[config.mk]
export PLATFORM = sky130hd
export DESIGN_NAME = codec_clock_source_config
export DESIGN_NICKNAME = d
export VERILOG_FILES = /design/src/hdl/codec_clock_pkg.sv /design/src/hdl/codec_clock_source_config.sv
export VERILOG_INCLUDE_DIRS = /design/src /design/src/hdl
export SDC_FILE = /design/constraint.sdc
export NUM_CORES = 1
export LEC_CHECK = 0
export ABC_AREA = 1
export BUFFER_PORTS_ARGS = -buffer_cell sky130_fd_sc_hd__buf_2
export CORE_MARGIN = 2
export CORE_UTILIZATION = 28
export CTS_CLUSTER_DIAMETER = 100
export DETAILED_ROUTE_END_ITERATION = 16
export PLACE_DENSITY_LB_ADDON = 0.12
export SYNTH_ARGS = -nofsm -noshare
export SYNTH_HDL_FRONTEND = slang
export SYNTH_SLANG_ARGS = --single-unit
export TNS_END_PERCENT = 1
[constraint.sdc]
create_clock -name pclk -period 1.6 [get_ports pclk]
set_input_delay 0.24 -clock pclk [delete_from_list [all_inputs] [get_ports pclk]]
set_output_delay 0.24 -clock pclk [all_outputs]
set_load 0.05 [all_outputs]
[src/hdl/codec_clock_map.svh]
/*
 Register indices, field positions, reset values and frequency figures of the
 codec clock source configuration block. Assumes inclusion by bare name.
*/
`ifndef CODEC_CLOCK_MAP_SVH
`define CODEC_CLOCK_MAP_SVH

// Register indices; byte address is four times the index
`define IDX_CLOCK_SOURCE_CONFIG  6'h34
`define IDX_CTRL_CLOCK_CONFIG_0  6'h35
`define IDX_CTRL_CLOCK_CONFIG_1  6'h36
`define IDX_CTRL_CLOCK_CONFIG_2  6'h37
`define IDX_CLOCK_MODE_CONTROL   6'h3c
`define IDX_CLOCK_STATUS         6'h3d

`define RST_CLOCK_SOURCE_CONFIG  8'h40
`define RST_CTRL_CLOCK_CONFIG_0  8'h00
`define RST_CTRL_CLOCK_CONFIG_1  8'h00
`define RST_CTRL_CLOCK_CONFIG_2  8'h20
`define RST_CLOCK_MODE_CONTROL   8'h00

// Clock source config fields
`define POS_PLL_OFF              7
`define POS_PLL_FRACTIONAL       6
`define SRC_SEL_HI               3
`define SRC_SEL_LO               1
`define POS_RATIO_EDGE           0
`define MASK_CLOCK_SOURCE_CONFIG 8'hcf

// Controller config 0 / 2 fields
`define PDM_SEL_HI               7
`define PDM_SEL_LO               6
`define RATIO_HIGH_HI            5
`define MASK_CTRL_CLOCK_CONFIG_2 8'hf9
`define FREQ_SEL_HI              7
`define FREQ_SEL_LO              5
`define POS_RATE_FAMILY          0

// Mode control fields
`define POS_AUTO_MODE            0
`define POS_MISMATCH_CLEAR       1

// Ratio width and saturation
`define RATIO_W                  14
`define RATIO_MAX                14'h3fff

// Frequencies in Hz
`define HZ_PDM_48K_0             32'd3072000
`define HZ_PDM_48K_1             32'd1536000
`define HZ_PDM_48K_2             32'd768000
`define HZ_PDM_48K_3             32'd6144000
`define HZ_PDM_44K_0             32'd2822400
`define HZ_PDM_44K_1             32'd1411200
`define HZ_PDM_44K_2             32'd705600
`define HZ_PDM_44K_3             32'd5644800
`define HZ_CCLK_0                32'd12000000
`define HZ_CCLK_1                32'd12288000
`define HZ_CCLK_2                32'd13000000
`define HZ_CCLK_3                32'd16000000
`define HZ_CCLK_4                32'd19200000
`define HZ_CCLK_5                32'd19680000
`define HZ_CCLK_6                32'd24000000
`define HZ_CCLK_7                32'd24576000

`endif

[src/hdl/codec_clock_pkg.sv]
/*
 Types shared by the codec clock source configuration block.
 Assumes the map header carries all numeric figures.
*/
package codec_clock_pkg;
	typedef enum logic [2:0] {
		src_pri_bclk,
		src_pri_sync,
		src_sec_bclk,
		src_sec_sync,
		src_fixed_cclk,
		src_oscillator,
		src_reserved_6,
		src_reserved_7
	} ref_source_e;

	typedef enum logic [1:0] {
		det_idle,
		det_counting
	} detect_state_e;
endpackage

[src/hdl/codec_clock_source_config.sv]
/*
 Clock source configuration of an audio codec: reference clock select,
 PLL enable and fractional permit, PDM clock rate, common clock ratio
 with auto detection, reached over APB.
 Assumes all clock-like inputs are sampled synchronous to pclk, which
 runs well above them; a single clock domain with asynchronous reset.
*/
`timescale 1ns/1ns
`include "codec_clock_map.svh"
`default_nettype none

module codec_clock_source_config (
	input  wire logic        pclk,
	input  wire logic        presetn,
	input  wire logic        psel,
	input  wire logic        penable,
	input  wire logic        pwrite,
	input  wire logic [7:0]  paddr,
	input  wire logic [31:0] pwdata,
	output logic      [31:0] prdata,
	output logic             pready,
	output logic             pslverr,
	input  wire logic        pri_bit_clock,
	input  wire logic        sec_bit_clock,
	input  wire logic        pri_frame_sync,
	input  wire logic        sec_frame_sync,
	input  wire logic        common_clock,
	input  wire logic        osc_clock,
	input  wire logic        dsp_pll_demand,
	output logic             ref_clock,
	output logic             pll_enable,
	output logic             pll_fractional_permit,
	output logic      [31:0] pdm_clock_hz,
	output logic      [31:0] common_clock_hz,
	output logic      [13:0] effective_ratio,
	output logic      [13:0] detected_ratio,
	output logic             ratio_mismatch
);

	logic [7:0]                         clock_source_config;
	logic [7:0]                         ctrl_cfg0;
	logic [7:0]                         ctrl_cfg1;
	logic [7:0]                         ctrl_cfg2;
	logic [7:0]                         mode_control;
	logic                               wr_en;
	logic [5:0]                         idx;
	codec_clock_pkg::ref_source_e       src_sel;
	logic [`RATIO_W-1:0]                prog_ratio;
	logic                               next_ref;
	logic                               ref_prev;
	logic                               fs_now;
	logic                               fs_prev;
	logic                               fs_rise;
	logic                               src_edge;
	logic [`RATIO_W-1:0]                edge_count;
	codec_clock_pkg::detect_state_e     det_state;

	function automatic logic hit(input logic [5:0] a, input logic [5:0] b);
		hit = (a == b);
	endfunction

	function automatic logic [31:0] pdm_hz(input logic [1:0] code, input logic fam44);
		case (code)
			2'h0: pdm_hz = fam44 ? `HZ_PDM_44K_0 : `HZ_PDM_48K_0;
			2'h1: pdm_hz = fam44 ? `HZ_PDM_44K_1 : `HZ_PDM_48K_1;
			2'h2: pdm_hz = fam44 ? `HZ_PDM_44K_2 : `HZ_PDM_48K_2;
			default: pdm_hz = fam44 ? `HZ_PDM_44K_3 : `HZ_PDM_48K_3;
		endcase
	endfunction

	function automatic logic [31:0] cclk_hz(input logic [2:0] code);
		case (code)
			3'h0: cclk_hz = `HZ_CCLK_0;
			3'h1: cclk_hz = `HZ_CCLK_1;
			3'h2: cclk_hz = `HZ_CCLK_2;
			3'h3: cclk_hz = `HZ_CCLK_3;
			3'h4: cclk_hz = `HZ_CCLK_4;
			3'h5: cclk_hz = `HZ_CCLK_5;
			3'h6: cclk_hz = `HZ_CCLK_6;
			default: cclk_hz = `HZ_CCLK_7;
		endcase
	endfunction

	assign idx        = paddr[7:2];
	assign wr_en      = psel & penable & pready & pwrite;
	assign src_sel    = codec_clock_pkg::ref_source_e'(clock_source_config[`SRC_SEL_HI:`SRC_SEL_LO]);
	assign prog_ratio = {ctrl_cfg0[`RATIO_HIGH_HI:0], ctrl_cfg1};

	// APB: setup cycle prepares the answer, access phase completes in one cycle
	always_ff @(posedge pclk or negedge presetn) begin
		if (!presetn) begin
			pready  <= 1'b0;
			pslverr <= 1'b0;
			prdata  <= 32'h0;
		end else if (psel && !penable) begin
			pready  <= 1'b1;
			pslverr <= 1'b0;
			prdata  <= 32'h0;
			case (idx)
				`IDX_CLOCK_SOURCE_CONFIG: prdata[7:0] <= clock_source_config;
				`IDX_CTRL_CLOCK_CONFIG_0: prdata[7:0] <= ctrl_cfg0;
				`IDX_CTRL_CLOCK_CONFIG_1: prdata[7:0] <= ctrl_cfg1;
				`IDX_CTRL_CLOCK_CONFIG_2: prdata[7:0] <= ctrl_cfg2;
				`IDX_CLOCK_MODE_CONTROL:  prdata[7:0] <= mode_control;
				`IDX_CLOCK_STATUS: begin
					prdata[13:0]  <= detected_ratio;
					prdata[16]    <= ratio_mismatch;
					prdata[17]    <= pll_enable;
					prdata[18]    <= pll_fractional_permit;
				end
				default: pslverr <= 1'b1;
			endcase
		end else begin
			pready  <= 1'b0;
			pslverr <= 1'b0;
		end
	end

	// Reserved bits masked on write so they always read zero
	always_ff @(posedge pclk or negedge presetn) begin
		if (!presetn) begin
			clock_source_config <= `RST_CLOCK_SOURCE_CONFIG;
		end else if (wr_en && hit(idx, `IDX_CLOCK_SOURCE_CONFIG)) begin
			clock_source_config <= pwdata[7:0] & `MASK_CLOCK_SOURCE_CONFIG;
		end
	end

	always_ff @(posedge pclk or negedge presetn) begin
		if (!presetn) begin
			ctrl_cfg0 <= `RST_CTRL_CLOCK_CONFIG_0;
			ctrl_cfg1 <= `RST_CTRL_CLOCK_CONFIG_1;
			ctrl_cfg2 <= `RST_CTRL_CLOCK_CONFIG_2;
		end else if (wr_en) begin
			if (hit(idx, `IDX_CTRL_CLOCK_CONFIG_0)) begin
				ctrl_cfg0 <= pwdata[7:0];
			end
			if (hit(idx, `IDX_CTRL_CLOCK_CONFIG_1)) begin
				ctrl_cfg1 <= pwdata[7:0];
			end
			if (hit(idx, `IDX_CTRL_CLOCK_CONFIG_2)) begin
				ctrl_cfg2 <= pwdata[7:0] & `MASK_CTRL_CLOCK_CONFIG_2;
			end
		end
	end

	// Mismatch clear bit is self-clearing, never stored
	always_ff @(posedge pclk or negedge presetn) begin
		if (!presetn) begin
			mode_control <= `RST_CLOCK_MODE_CONTROL;
		end else if (wr_en && hit(idx, `IDX_CLOCK_MODE_CONTROL)) begin
			mode_control <= {7'h0, pwdata[`POS_AUTO_MODE]};
		end
	end

	// PLL control
	always_ff @(posedge pclk or negedge presetn) begin
		if (!presetn) begin
			pll_enable            <= 1'b0;
			pll_fractional_permit <= 1'b1;
		end else begin
			if (clock_source_config[`POS_PLL_OFF]) begin
				pll_enable <= 1'b0;
			end else if (mode_control[`POS_AUTO_MODE]) begin
				pll_enable <= dsp_pll_demand;
			end else begin
				pll_enable <= 1'b1;
			end
			pll_fractional_permit <= clock_source_config[`POS_PLL_FRACTIONAL];
		end
	end

	// Reference clock mux; reserved codes give a quiet reference
	always_comb begin
		case (src_sel)
			codec_clock_pkg::src_pri_bclk:   next_ref = pri_bit_clock;
			codec_clock_pkg::src_pri_sync:   next_ref = common_clock;
			codec_clock_pkg::src_sec_bclk:   next_ref = sec_bit_clock;
			codec_clock_pkg::src_sec_sync:   next_ref = common_clock;
			codec_clock_pkg::src_fixed_cclk: next_ref = common_clock;
			codec_clock_pkg::src_oscillator: next_ref = osc_clock;
			default:                         next_ref = 1'b0;
		endcase
	end

	// Secondary frame sync only for the secondary-port sources
	assign fs_now = (src_sel == codec_clock_pkg::src_sec_bclk ||
			src_sel == codec_clock_pkg::src_sec_sync) ? sec_frame_sync : pri_frame_sync;
	assign fs_rise  = fs_now & ~fs_prev;
	assign src_edge = clock_source_config[`POS_RATIO_EDGE] ? (ref_prev & ~ref_clock)
			: (~ref_prev & ref_clock);

	always_ff @(posedge pclk or negedge presetn) begin
		if (!presetn) begin
			ref_clock <= 1'b0;
			ref_prev  <= 1'b0;
			fs_prev   <= 1'b0;
		end else begin
			ref_clock <= next_ref;
			ref_prev  <= ref_clock;
			fs_prev   <= fs_now;
		end
	end

	// Ratio detector: count edges from one frame sync rise to the next
	always_ff @(posedge pclk or negedge presetn) begin
		if (!presetn) begin
			det_state      <= codec_clock_pkg::det_idle;
			edge_count     <= '0;
			detected_ratio <= '0;
		end else begin
			case (det_state)
				codec_clock_pkg::det_idle: begin
					edge_count <= '0;
					if (fs_rise) begin
						det_state <= codec_clock_pkg::det_counting;
					end
				end
				codec_clock_pkg::det_counting: begin
					if (fs_rise) begin
						detected_ratio <= edge_count;
						edge_count     <= {{(`RATIO_W-1){1'b0}}, src_edge};
					end else if (src_edge && edge_count != `RATIO_MAX) begin
						edge_count <= edge_count + 14'h1;
					end
				end
				default: det_state <= codec_clock_pkg::det_idle;
			endcase
		end
	end

	// Mismatch: set wins over a same-cycle clear
	always_ff @(posedge pclk or negedge presetn) begin
		if (!presetn) begin
			ratio_mismatch <= 1'b0;
		end else if (det_state == codec_clock_pkg::det_counting && fs_rise &&
				prog_ratio != '0 && edge_count != prog_ratio) begin
			ratio_mismatch <= 1'b1;
		end else if (wr_en && hit(idx, `IDX_CLOCK_MODE_CONTROL) && pwdata[`POS_MISMATCH_CLEAR]) begin
			ratio_mismatch <= 1'b0;
		end
	end

	always_ff @(posedge pclk or negedge presetn) begin
		if (!presetn) begin
			effective_ratio <= '0;
			pdm_clock_hz    <= `HZ_PDM_48K_0;
			common_clock_hz <= `HZ_CCLK_1;
		end else begin
			effective_ratio <= (prog_ratio == '0) ? detected_ratio : prog_ratio;
			pdm_clock_hz    <= pdm_hz(ctrl_cfg0[`PDM_SEL_HI:`PDM_SEL_LO],
					ctrl_cfg2[`POS_RATE_FAMILY]);
			common_clock_hz <= cclk_hz(ctrl_cfg2[`FREQ_SEL_HI:`FREQ_SEL_LO]);
		end
	end
endmodule

`default_nettype wire

# Yosys cells after proc, flatten, opt, wreduce, memory -nomap -nowiden
# Cells that the tools add are included.
[classes]
add_sub_neg = 1
n_eq_ne = 24
mux = 25
bitwise_logic = 10
reduce_logical = 26
[op_table]
columns = ["cell", "n"]
rows = [
  ["$pmux 25 s7", 1],
  ["$pmux 23 s3", 1],
  ["$pmux 8 s6", 1],
  ["$mux 14", 3],
  ["$eq 6x6->1 const B", 6],
  ["$pmux 14 s2", 1],
  ["$mux 20", 1],
  ["$mux 19", 1],
  ["$mux 18", 1],
  ["$mux 17", 1],
  ["$eq 3x3->1 const B", 5],
  ["$add 14x1->14 const B", 1],
  ["$logic_not 14->1", 1],
  ["$ne 14x14->1", 1],
  ["$ne 14x14->1 const B", 1],
  ["$reduce_bool 14->1", 1],
  ["$eq 3x2->1 const B", 4],
  ["$reduce_and 2->1", 6],
  ["$mux 1", 9],
  ["$logic_and 1x1->1", 8],
  ["$and 1x1->1", 6],
  ["$eq 3x1->1 const B", 2],
  ["$logic_not 3->1", 2],
  ["$mux 6", 1],
  ["15 further kinds", 21],
]
[totals]
reg_bits = 162
in_bits = 52
out_inout_bits = 130
elab_cells = 106

# Longest topological paths before layout
# Gate-level depths: netlist of the first run.
[depth]
ltp_word = 8
ltp_mapped = 10
ltp_nobuf = 10

# Worst setup path before layout of the first run
# No wires, ideal clock.
[synth_timing]
path_type = "register to register"
from = "reg pready"
to = "reg clock_source_config[3]"
setup_ns = 0.119
arrival_ns = 1.383
t_required_ns = 1.481
setup_slack_ns = 0.098
stages_incl_launch_ff = 7
n_path_buf = 1
period_less_slack_ns = 1.502
cell_sequence = "dfrtp_1 > nand4_1 > inv_1 > nand3_1 > buf_4 > nand2_1 > o21ai_2"
[synth_between]
elab_chain_cells = 3
[synth_rtl]
columns = ["element", "line", "source"]
rows = [
  ["start: declaration", "codec_clock_source_config.sv:21", "output logic pready,"],
  ["start signal: assignment", "codec_clock_source_config.sv:92", "pready <= 1'b0;"],
  ["start signal: assignment", "codec_clock_source_config.sv:96", "pready <= 1'b1;"],
  ["start signal: assignment", "codec_clock_source_config.sv:114", "pready <= 1'b0;"],
  ["$and 1x1->1 (2 in a row)", "codec_clock_source_config.sv:85", "assign wr_en = psel & penable & pready & pwrite;"],
  ["$logic_and 1x1->1", "codec_clock_source_config.sv:123", "end else if (wr_en && hit(idx, `IDX_CLOCK_SOURCE_CONFIG)) begin"],
  ["end signal: assignment", "codec_clock_source_config.sv:122", "clock_source_config <= `RST_CLOCK_SOURCE_CONFIG;"],
  ["end signal: assignment", "codec_clock_source_config.sv:124", "clock_source_config <= pwdata[7:0] & `MASK_CLOCK_SOURCE_CONFIG;"],
  ["end: declaration", "codec_clock_source_config.sv:40", "logic [7:0] clock_source_config;"],
]
# No other way between the ends.
# A chain may end at the register's enable or synchronous reset.

# Worst setup path in the final report of the first run
[layout_timing]
from = "reg edge_count[0]"
to = "reg edge_count[6]"
[layout_between]
elab_chain_cells = 4
word_cells_on_any_way = 8
cone_classes = "add/sub: 1; eq/ne: 2; mux: 3; reduce/logical: 2"
[layout_rtl]
columns = ["element", "line", "source"]
rows = [
  ["start: declaration", "codec_clock_source_config.sv:55", "logic [`RATIO_W-1:0] edge_count;"],
  ["start signal: assignment", "codec_clock_source_config.sv:221", "edge_count <= {{(`RATIO_W-1){1'b0}}, src_edge};"],
  ["start signal: assignment", "codec_clock_source_config.sv:223", "edge_count <= edge_count + 14'h1;"],
  ["$add 14x1->14 or $ne 14x14->1 (tied branches)", "--", ""],
  ["$mux 14 or $logic_and 1x1->1 (tied branches)", "--", ""],
  ["$mux 14 or $ne 3x3->1 (tied branches)", "--", ""],
  ["$pmux 14 s2 or $reduce_and 2->1 (tied branches)", "--", ""],
]
# Parallel ways exist; a longest one is shown, timed or not. The select of a mux whose other input is x is not followed.

==> results of run 1 <==
-- worst paths after layout --
kind,end,slack (ps),depth (start not counted)
worst max-delay path,edge_count[6],90,11
worst min-delay path,pll_enable,70,3
worst max register to register,edge_count[6],90,11
worst min register to register,pll_fractional_permit,380,0
max in group asynchronous,common_clock_hz[19],740,3
min in group asynchronous,prdata[0],250,2
-- what timing repair did --
action                                  in CTS  in global routing
hold endpoints to repair                   108                  0
gates resized for setup                      0                  6
hold buffers                                 1                  0
endpoints found under the setup margin       0                 13
setup buffers                                0                  2
-- cell families (layout without fill, tap and decap cells) --
kind of cell	count (synthesis)	after routing	share of synthesized area (%)
adders and majority gates	1	1	0.197
and+or+nand+nor	337	337	24.3
xor gates and xnor gates	9	9	1.24
AOI/OAI and AO/OA	99	99	9.70
buffers and inverters	152	275	12.4
DFF	131	131	52.1
other	1	44	0.0592
-- per-layer routing --
| layer | track usage (%) | up-vias | wire (um) |
|---|---|---|---|
| met5 | 0 | - | 0 |
| met4 | 3.70 | 0 | 150 |
| met3 | 3.31 | 10 | 697 |
| met2 | 24.2 | 126 | 8160 |
| met1 | 21.9 | 2408 | 8840 |
| li1 | - | 2526 | - |
-- flip-flops by register name, summed over array words and instances (netlist names), 6 cells and up --
signal	flops
clock_source_config	6
edge_count	14
common_clock_hz	18
ctrl_cfg2	6
prdata	17
effective_ratio	14
ctrl_cfg1	8
pdm_clock_hz	16
ctrl_cfg0	8
detected_ratio	14
-- power by group --
part | internal (mW) | switching [mW]
sequential | 3.42 | 0.0711
combinational | 0.254 | 0.889
clock | 2.39 | 1.51
total | 6.06 | 2.47
-- final cells by class --
type,instances,area (um^2)
Sequential cell,131,3300
Tap cell,285,357
Inverter,86,325
Timing Repair Buffer,157,947
Clock inverter,11,128
Fill cell,2328,14500
Multi-Input combinational cell,490,2420
Clock buffer,21,460
-- cells in the final DEF (no fill, tap or decap), drive strengths merged --
cell,n
nand2,220
buf,156
dfrtp,114
inv,89
o21ai,84
nand3,57
nor2,46
conb,44
clkbuf,21
dfstp,17
nand4,9
xor2,9
a21oi,7
nor3,4
o211ai,3
clkinvlp,3
clkinv,3
a31oi,2
o31ai,2
bufinv,2
a21o,1
or2,1
ha,1
dlygate4sd3,1
-- Yosys cell counts, drive strengths merged --
library cell    n
dfrtp         114
clkbuf          8
or2             1
a21oi           7
a31oi           2
nor3            4
nand4           9
dfstp          17
xor2            9
conb            1
buf            58
o31ai           2
nand2         220
nand3          57
o21ai          84
o211ai          3
a21o            1
nor2           46
ha              1
inv            86
-- tightest hold or removal path: cells and delay by family --
kind,cells,cell delay (ps)
buffers and inverters,2,150
AO/OA/AOI/OAI,1,60
-- metrics by stage --
stage	total power [mW]	hold slack (ps)	util (%)	std cells	TNS, ps
floorplan	4.38	-55.6	-	773	0
global placement	4.69	110	32.5	1146	0
detailed placement	4.69	110	32.5	1146	0
CTS	8.64	56.7	35.2	1179	0
global route	8.88	55.7	35.4	1181	-12.1
finish	8.52	73.6	35.4	1181	0
==> flow_metrics.tcl, run 1 <==
set metrics [dict create \
    synthesis.yosys.warnings 0 \
    diodes 0 \
    max_freq_ghz 0.664 \
    clk_root_buffer_cell "sky130_fd_sc_hd__clkbuf_16" \
    overflow_left_after_global_routing 0 \
    finalCritPeriodShare_pct 94.1 \
    worst-setup-path-type "register to register" \
    hold_path.startpoint "dsp_pll_demand" \
    yosysUniqueCellTypes 35 \
    timing.rr.start "edge_count[0]" \
    report.final.hold_viol_count 0 \
    synthesis.instances 730 \
    maxSlewHeadroom_pct 55.0 \
    grt_max_degree 45 \
    cts-htree-levels 4 \
    slowest_stage "sky130_fd_sc_hd__dfrtp_1" \
    cts_buffer_count 17 \
    max_stage_delay_on_crit_path_ps 380 \
    layout-drive-gt1-share_pct 29.5 \
    cts_buffer_depth 2 \
    routed_wirelength_mm 17.8 \
    starting_density_of_the_core_pct 28.2 \
    holdCritPathClass "primary input to register" \
    placement.io_buffers 111 \
    clock_sink_count 131 \
    timing_worst_slew_pin_value_ps 674 \
    globalRouteTotalUtil_pct 15.4 \
    clkTransAtPathRegs_ps 60 \
    setup.worst_path.start_class "register" \
    ys_top_cells_by_area "sky130_fd_sc_hd__dfrtp_1, sky130_fd_sc_hd__nand2_1, sky130_fd_sc_hd__dfstp_2" \
    yosysSeqAreaShare_pct 52.1 \
    synth_top_area_cell "sky130_fd_sc_hd__dfrtp_1" \
    placed_standard_cell_area_um2 7300 \
    cp.arrival_ps 1860 \
    detailed_router_s_first_iteration_violation_count 295 \
    path_max_fanout 5 \
    maxCapViolations 0 \
    yosys_register_bits 131 \
    crit_path_start "edge_count[0]" \
    remaining_routing_drc_violations 0 \
    setup_viol_count_final 0 \
    first_global_vias 5078 \
    status "completed" \
    clk-insertion-delay-late_ps 420 \
    power.static_leakage_nw 4.14 \
    via_per_inst 4.29 \
    drt-wirelength-per-cell_um 15.1 \
    design.die.area_um2 23800 \
    dpl_worst_slack_ps 24.3 \
    grt_setup_unrepaired "yes" \
    route.antenna.remaining_nets 0 \
    critical_path.endpoint_type "register" \
    first_pass_detailed_route_iteration_total 4 \
    worst_clock_skew_ps 8.44 \
    area_added_between_synthesis_and_finish_pct 25.3 \
    yosys.area.top_type_share_pct 45.0 \
    cells_along_the_critical_path "ha_1, nand2_2, nor2_4, nand2_2, inv_2, nand2_4, nand2_8, nor2_4, buf_4, nand3_1, nand2_1" \
    place_congestion 0.828 \
    synthesis.area_per_instance_um2 8.68 \
    initial_antenna_violation_count 0 \
    place_hpwl_mm 13.4 \
    worst_slack_ps 94.3 \
    final_period_minus_worst_setup_slack_ps 1510 \
    global_route_wire_length_before_repair_mm 28.4 \
    final_cell_area_um2 7940 \
    path_buf_inv 2 \
    worstPathRequired_ps 1960 \
    clock_tree_from_tritoncts "done" \
    num_vias 5070 \
    timing_max_transition_violations_final 0 \
    path_delay_family "simple AND/OR/NAND/NOR gates" \
    top_level_ports 182 \
    num-nets-final 936 \
    max-vdd-ir-drop_v 0.000518 \
    die_h_um 154 \
    dieWidth_um 154 \
    post_synth_instance_area_um2 6340 \
    power.density_nw_per_um2 1070 \
    placeableCoreArea_um2 22400 \
    core.rowCount 55 \
]
Power figures use the tool's default switching activity.
==> inputs of run 2 (changes only) <==
Settings changed: ABC_AREA 1 to default.
==> flow_metrics.tcl, run 2 <==
set metrics [dict create \
    finalCritPeriodShare_pct 115 \
    num-nets-final 749 \
    power.density_nw_per_um2 1080 \
    synth_async_sr_flop_share_pct 100 \
    holdCritPathClass "primary input to register" \
    area_added_between_synthesis_and_finish_pct 35.1 \
    min_delay_path_depth 3 \
    timing_max_transition_violations_final 0 \
    top_level_ports 182 \
    cts_buffer_depth 2 \
    place_hpwl_mm 12.7 \
    violated_checks "negative setup slack" \
    mostFrequentLayoutCell "sky130_fd_sc_hd__buf_2" \
    path_max_fanout 5 \
    largest_regs "common_clock_hz x18, prdata x17, pdm_clock_hz x16" \
    yosys.area.top_type_share_pct 47.4 \
    final_period_minus_worst_setup_slack_ps 1840 \
    primary_flip_flop_cell_chosen_by_synthesis_mapping "sky130_fd_sc_hd__dfrtp_1" \
    overflow_left_after_global_routing 0 \
    hold_path.startpoint "dsp_pll_demand" \
    timing.rr.start "ref_prev" \
    synthesis.instances 516 \
    status "complete, but fails checks" \
    placement.io_buffers 111 \
    dieWidth_um 151 \
    globalRouteTotalUtil_pct 15.6 \
    multi_input_area_um2 2530 \
    clk_root_buffer_cell "sky130_fd_sc_hd__clkbuf_16" \
    setup.worst_path.start_class "register" \
    critical_path.endpoint_type "register" \
    setup_viol_count_final 33 \
    post_synth_instance_area_um2 6010 \
    remaining_routing_drc_violations 0 \
    yosysUniqueCellTypes 63 \
    worst_slack_ps -236 \
    power.static_leakage_nw 4.12 \
    max_freq_ghz 0.545 \
    via_per_inst 4.54 \
    report.final.hold_viol_count 0 \
    worst_r2r_setup_slack_ps -240 \
    clk-insertion-delay-late_ps 420 \
    r2r-end "edge_count[11]" \
    yosys_register_bits 131 \
    placeableCoreArea_um2 21000 \
    layout-drive-gt1-share_pct 46.2 \
    crit_path_start "ref_prev" \
    path_buf_inv 0 \
    finished_core_util_pct 38.6 \
    routed_wirelength_mm 17.0 \
    synth.most_common_cell "sky130_fd_sc_hd__dfrtp_1" \
    grt_setup_unrepaired "yes" \
    cts_buffer_count 17 \
    worstPathRequired_ps 1950 \
    maxCapViolations 0 \
    cts-htree-levels 4 \
    clock_tree_from_tritoncts "done" \
    grt_max_degree 34 \
    worst_clock_skew_ps 11.7 \
    place_congestion 0.861 \
    layout_common_cells "sky130_fd_sc_hd__buf_2, sky130_fd_sc_hd__dfrtp_1, sky130_fd_sc_hd__buf_4" \
    totalNegativeSetupSlack_ps -2600 \
    diodes 0 \
    detailed_router_s_first_iteration_violation_count 246 \
    synth_top_area_cell "sky130_fd_sc_hd__dfrtp_1" \
    clkTransAtPathRegs_ps 60 \
    cells_along_the_critical_path "or3b_4, a2111oi_4, or4b_1, a21oi_2" \
    clock_sink_count 131 \
    core.rowCount 53 \
    worst-setup-path-type "register to register" \
    ys_top_cells_by_area "sky130_fd_sc_hd__dfrtp_1, sky130_fd_sc_hd__mux2_2, sky130_fd_sc_hd__dfstp_2" \
    route.antenna.remaining_nets 0 \
    max-vdd-ir-drop_v 0.000690 \
    design.die.area_um2 22700 \
    global_route_wire_length_before_repair_mm 26.0 \
    slowest_stage "sky130_fd_sc_hd__or4b_1" \
    drt-wirelength-per-cell_um 17.3 \
    max_stage_delay_on_crit_path_ps 490 \
    yosysSeqAreaShare_pct 54.9 \
    synthesis.area_per_instance_um2 11.7 \
    first_global_vias 4353 \
    path_delay_family "simple AND/OR/NAND/NOR gates" \
    initial_antenna_violation_count 0 \
    max_ffs_per_register 18 \
    first_pass_detailed_route_iteration_total 4 \
    starting_density_of_the_core_pct 28.6 \
    synthesis.yosys.warnings 0 \
    whs_endpoint "pll_enable" \
    registers.top_by_ff_count "common_clock_hz" \
    r2r.worst_path.cells 4 \
    num_vias 4466 \
    synth_commonest_cells "sky130_fd_sc_hd__dfrtp_1, sky130_fd_sc_hd__buf_4, sky130_fd_sc_hd__mux2_2" \
    die_h_um 151 \
    synth-edff-count 0 \
    nFillCells 2062 \
    seqCellArea_um2 3310 \
    cp.arrival_ps 2190 \
]
[run 2: cell count changes in the layout (fill, tap and decap cells not counted), sizes merged, moves of 18 or more]
cell   before  now
nand3      57   20
buf       156  194
nand2     220   37
mux2        0   46
a21o        1   19
nor2       46   20
inv        89   13
o21ai      84   13
[run 2: how the worst max path moves through the flow]
stage	to	cells after the start
after floorplan	edge_count[9]	5
after global placement	edge_count[0]	6
after detailed placement	edge_count[9]	4
after CTS	edge_count[11]	4
after global routing	edge_count[11]	4
final	edge_count[11]	4
[run 2: area by class of cell]
class / count / area share (%)
inverters: 13 / 0.601
multi-input cells: 338 / 31.2
clock inverters: 10 / 1.97
well taps: 275 / 4.24
flip-flops and latches: 131 / 40.7
clock buffers: 21 / 5.54
repair buffers: 195 / 15.7
[run 2: cell families (layout without fill, tap and decap cells)]
kind of cell	after synthesis	after routing	synth area share (%)
compound gates	82	82	9.51
other cells	1	44	0.0624
xor+xnor	19	19	2.77
fa+ha+maj	1	1	0.208
simple gates	133	133	12.0
flops	131	131	54.9
buf+inv	90	239	8.74
mux	59	59	11.8
[run 2: stage by stage]
stage | total power, mW | setup slack (ps) | hold slack [ps] | std cells | area (um^2)
3_5_place_dp | 4.74 | -202 | 164 | 950 | 7320
4_1_cts | 8.87 | -219 | 68.0 | 983 | 8000
5_1_grt | 9.14 | -311 | 84.7 | 983 | 8120
3_3_place_gp | 4.73 | -216 | 151 | 950 | 7320
6_report | 8.77 | -236 | 90.4 | 983 | 8120
2_1_floorplan | 4.38 | -328 | -55.6 | 559 | 6190
[run 2: worst reg2reg max path, stage by stage, from the launching register on]
cell,delay (ps)
sky130_fd_sc_hd__dfrtp_1,370
sky130_fd_sc_hd__or3b_4,450
sky130_fd_sc_hd__a2111oi_4,320
sky130_fd_sc_hd__or4b_1,490
sky130_fd_sc_hd__a21oi_2,140
[run 2: report_power, final]
group	switching [mW]	internal [mW]
registers	0.0929	3.43
logic	0.862	0.333
clock network	1.42	2.63
total	2.38	6.39
[run 2: layer usage]
| layer | global-route usage, % | share of wire, % |
|---|---|---|
| met1 | 23.3 | 50 |
| met2 | 22.1 | 43 |
| met3 | 3.06 | 5.2 |
| met4 | 6.23 | 1.5 |
| met5 | 0 | 0 |
[run 2: timing repair]
action                     in CTS  in global routing
hold buffers                    1                  0
setup endpoints to repair      60                 63
pin swaps                       0                  5
gates resized for setup        12                 27
setup buffers                   1                  0
hold endpoints to repair       17                  0
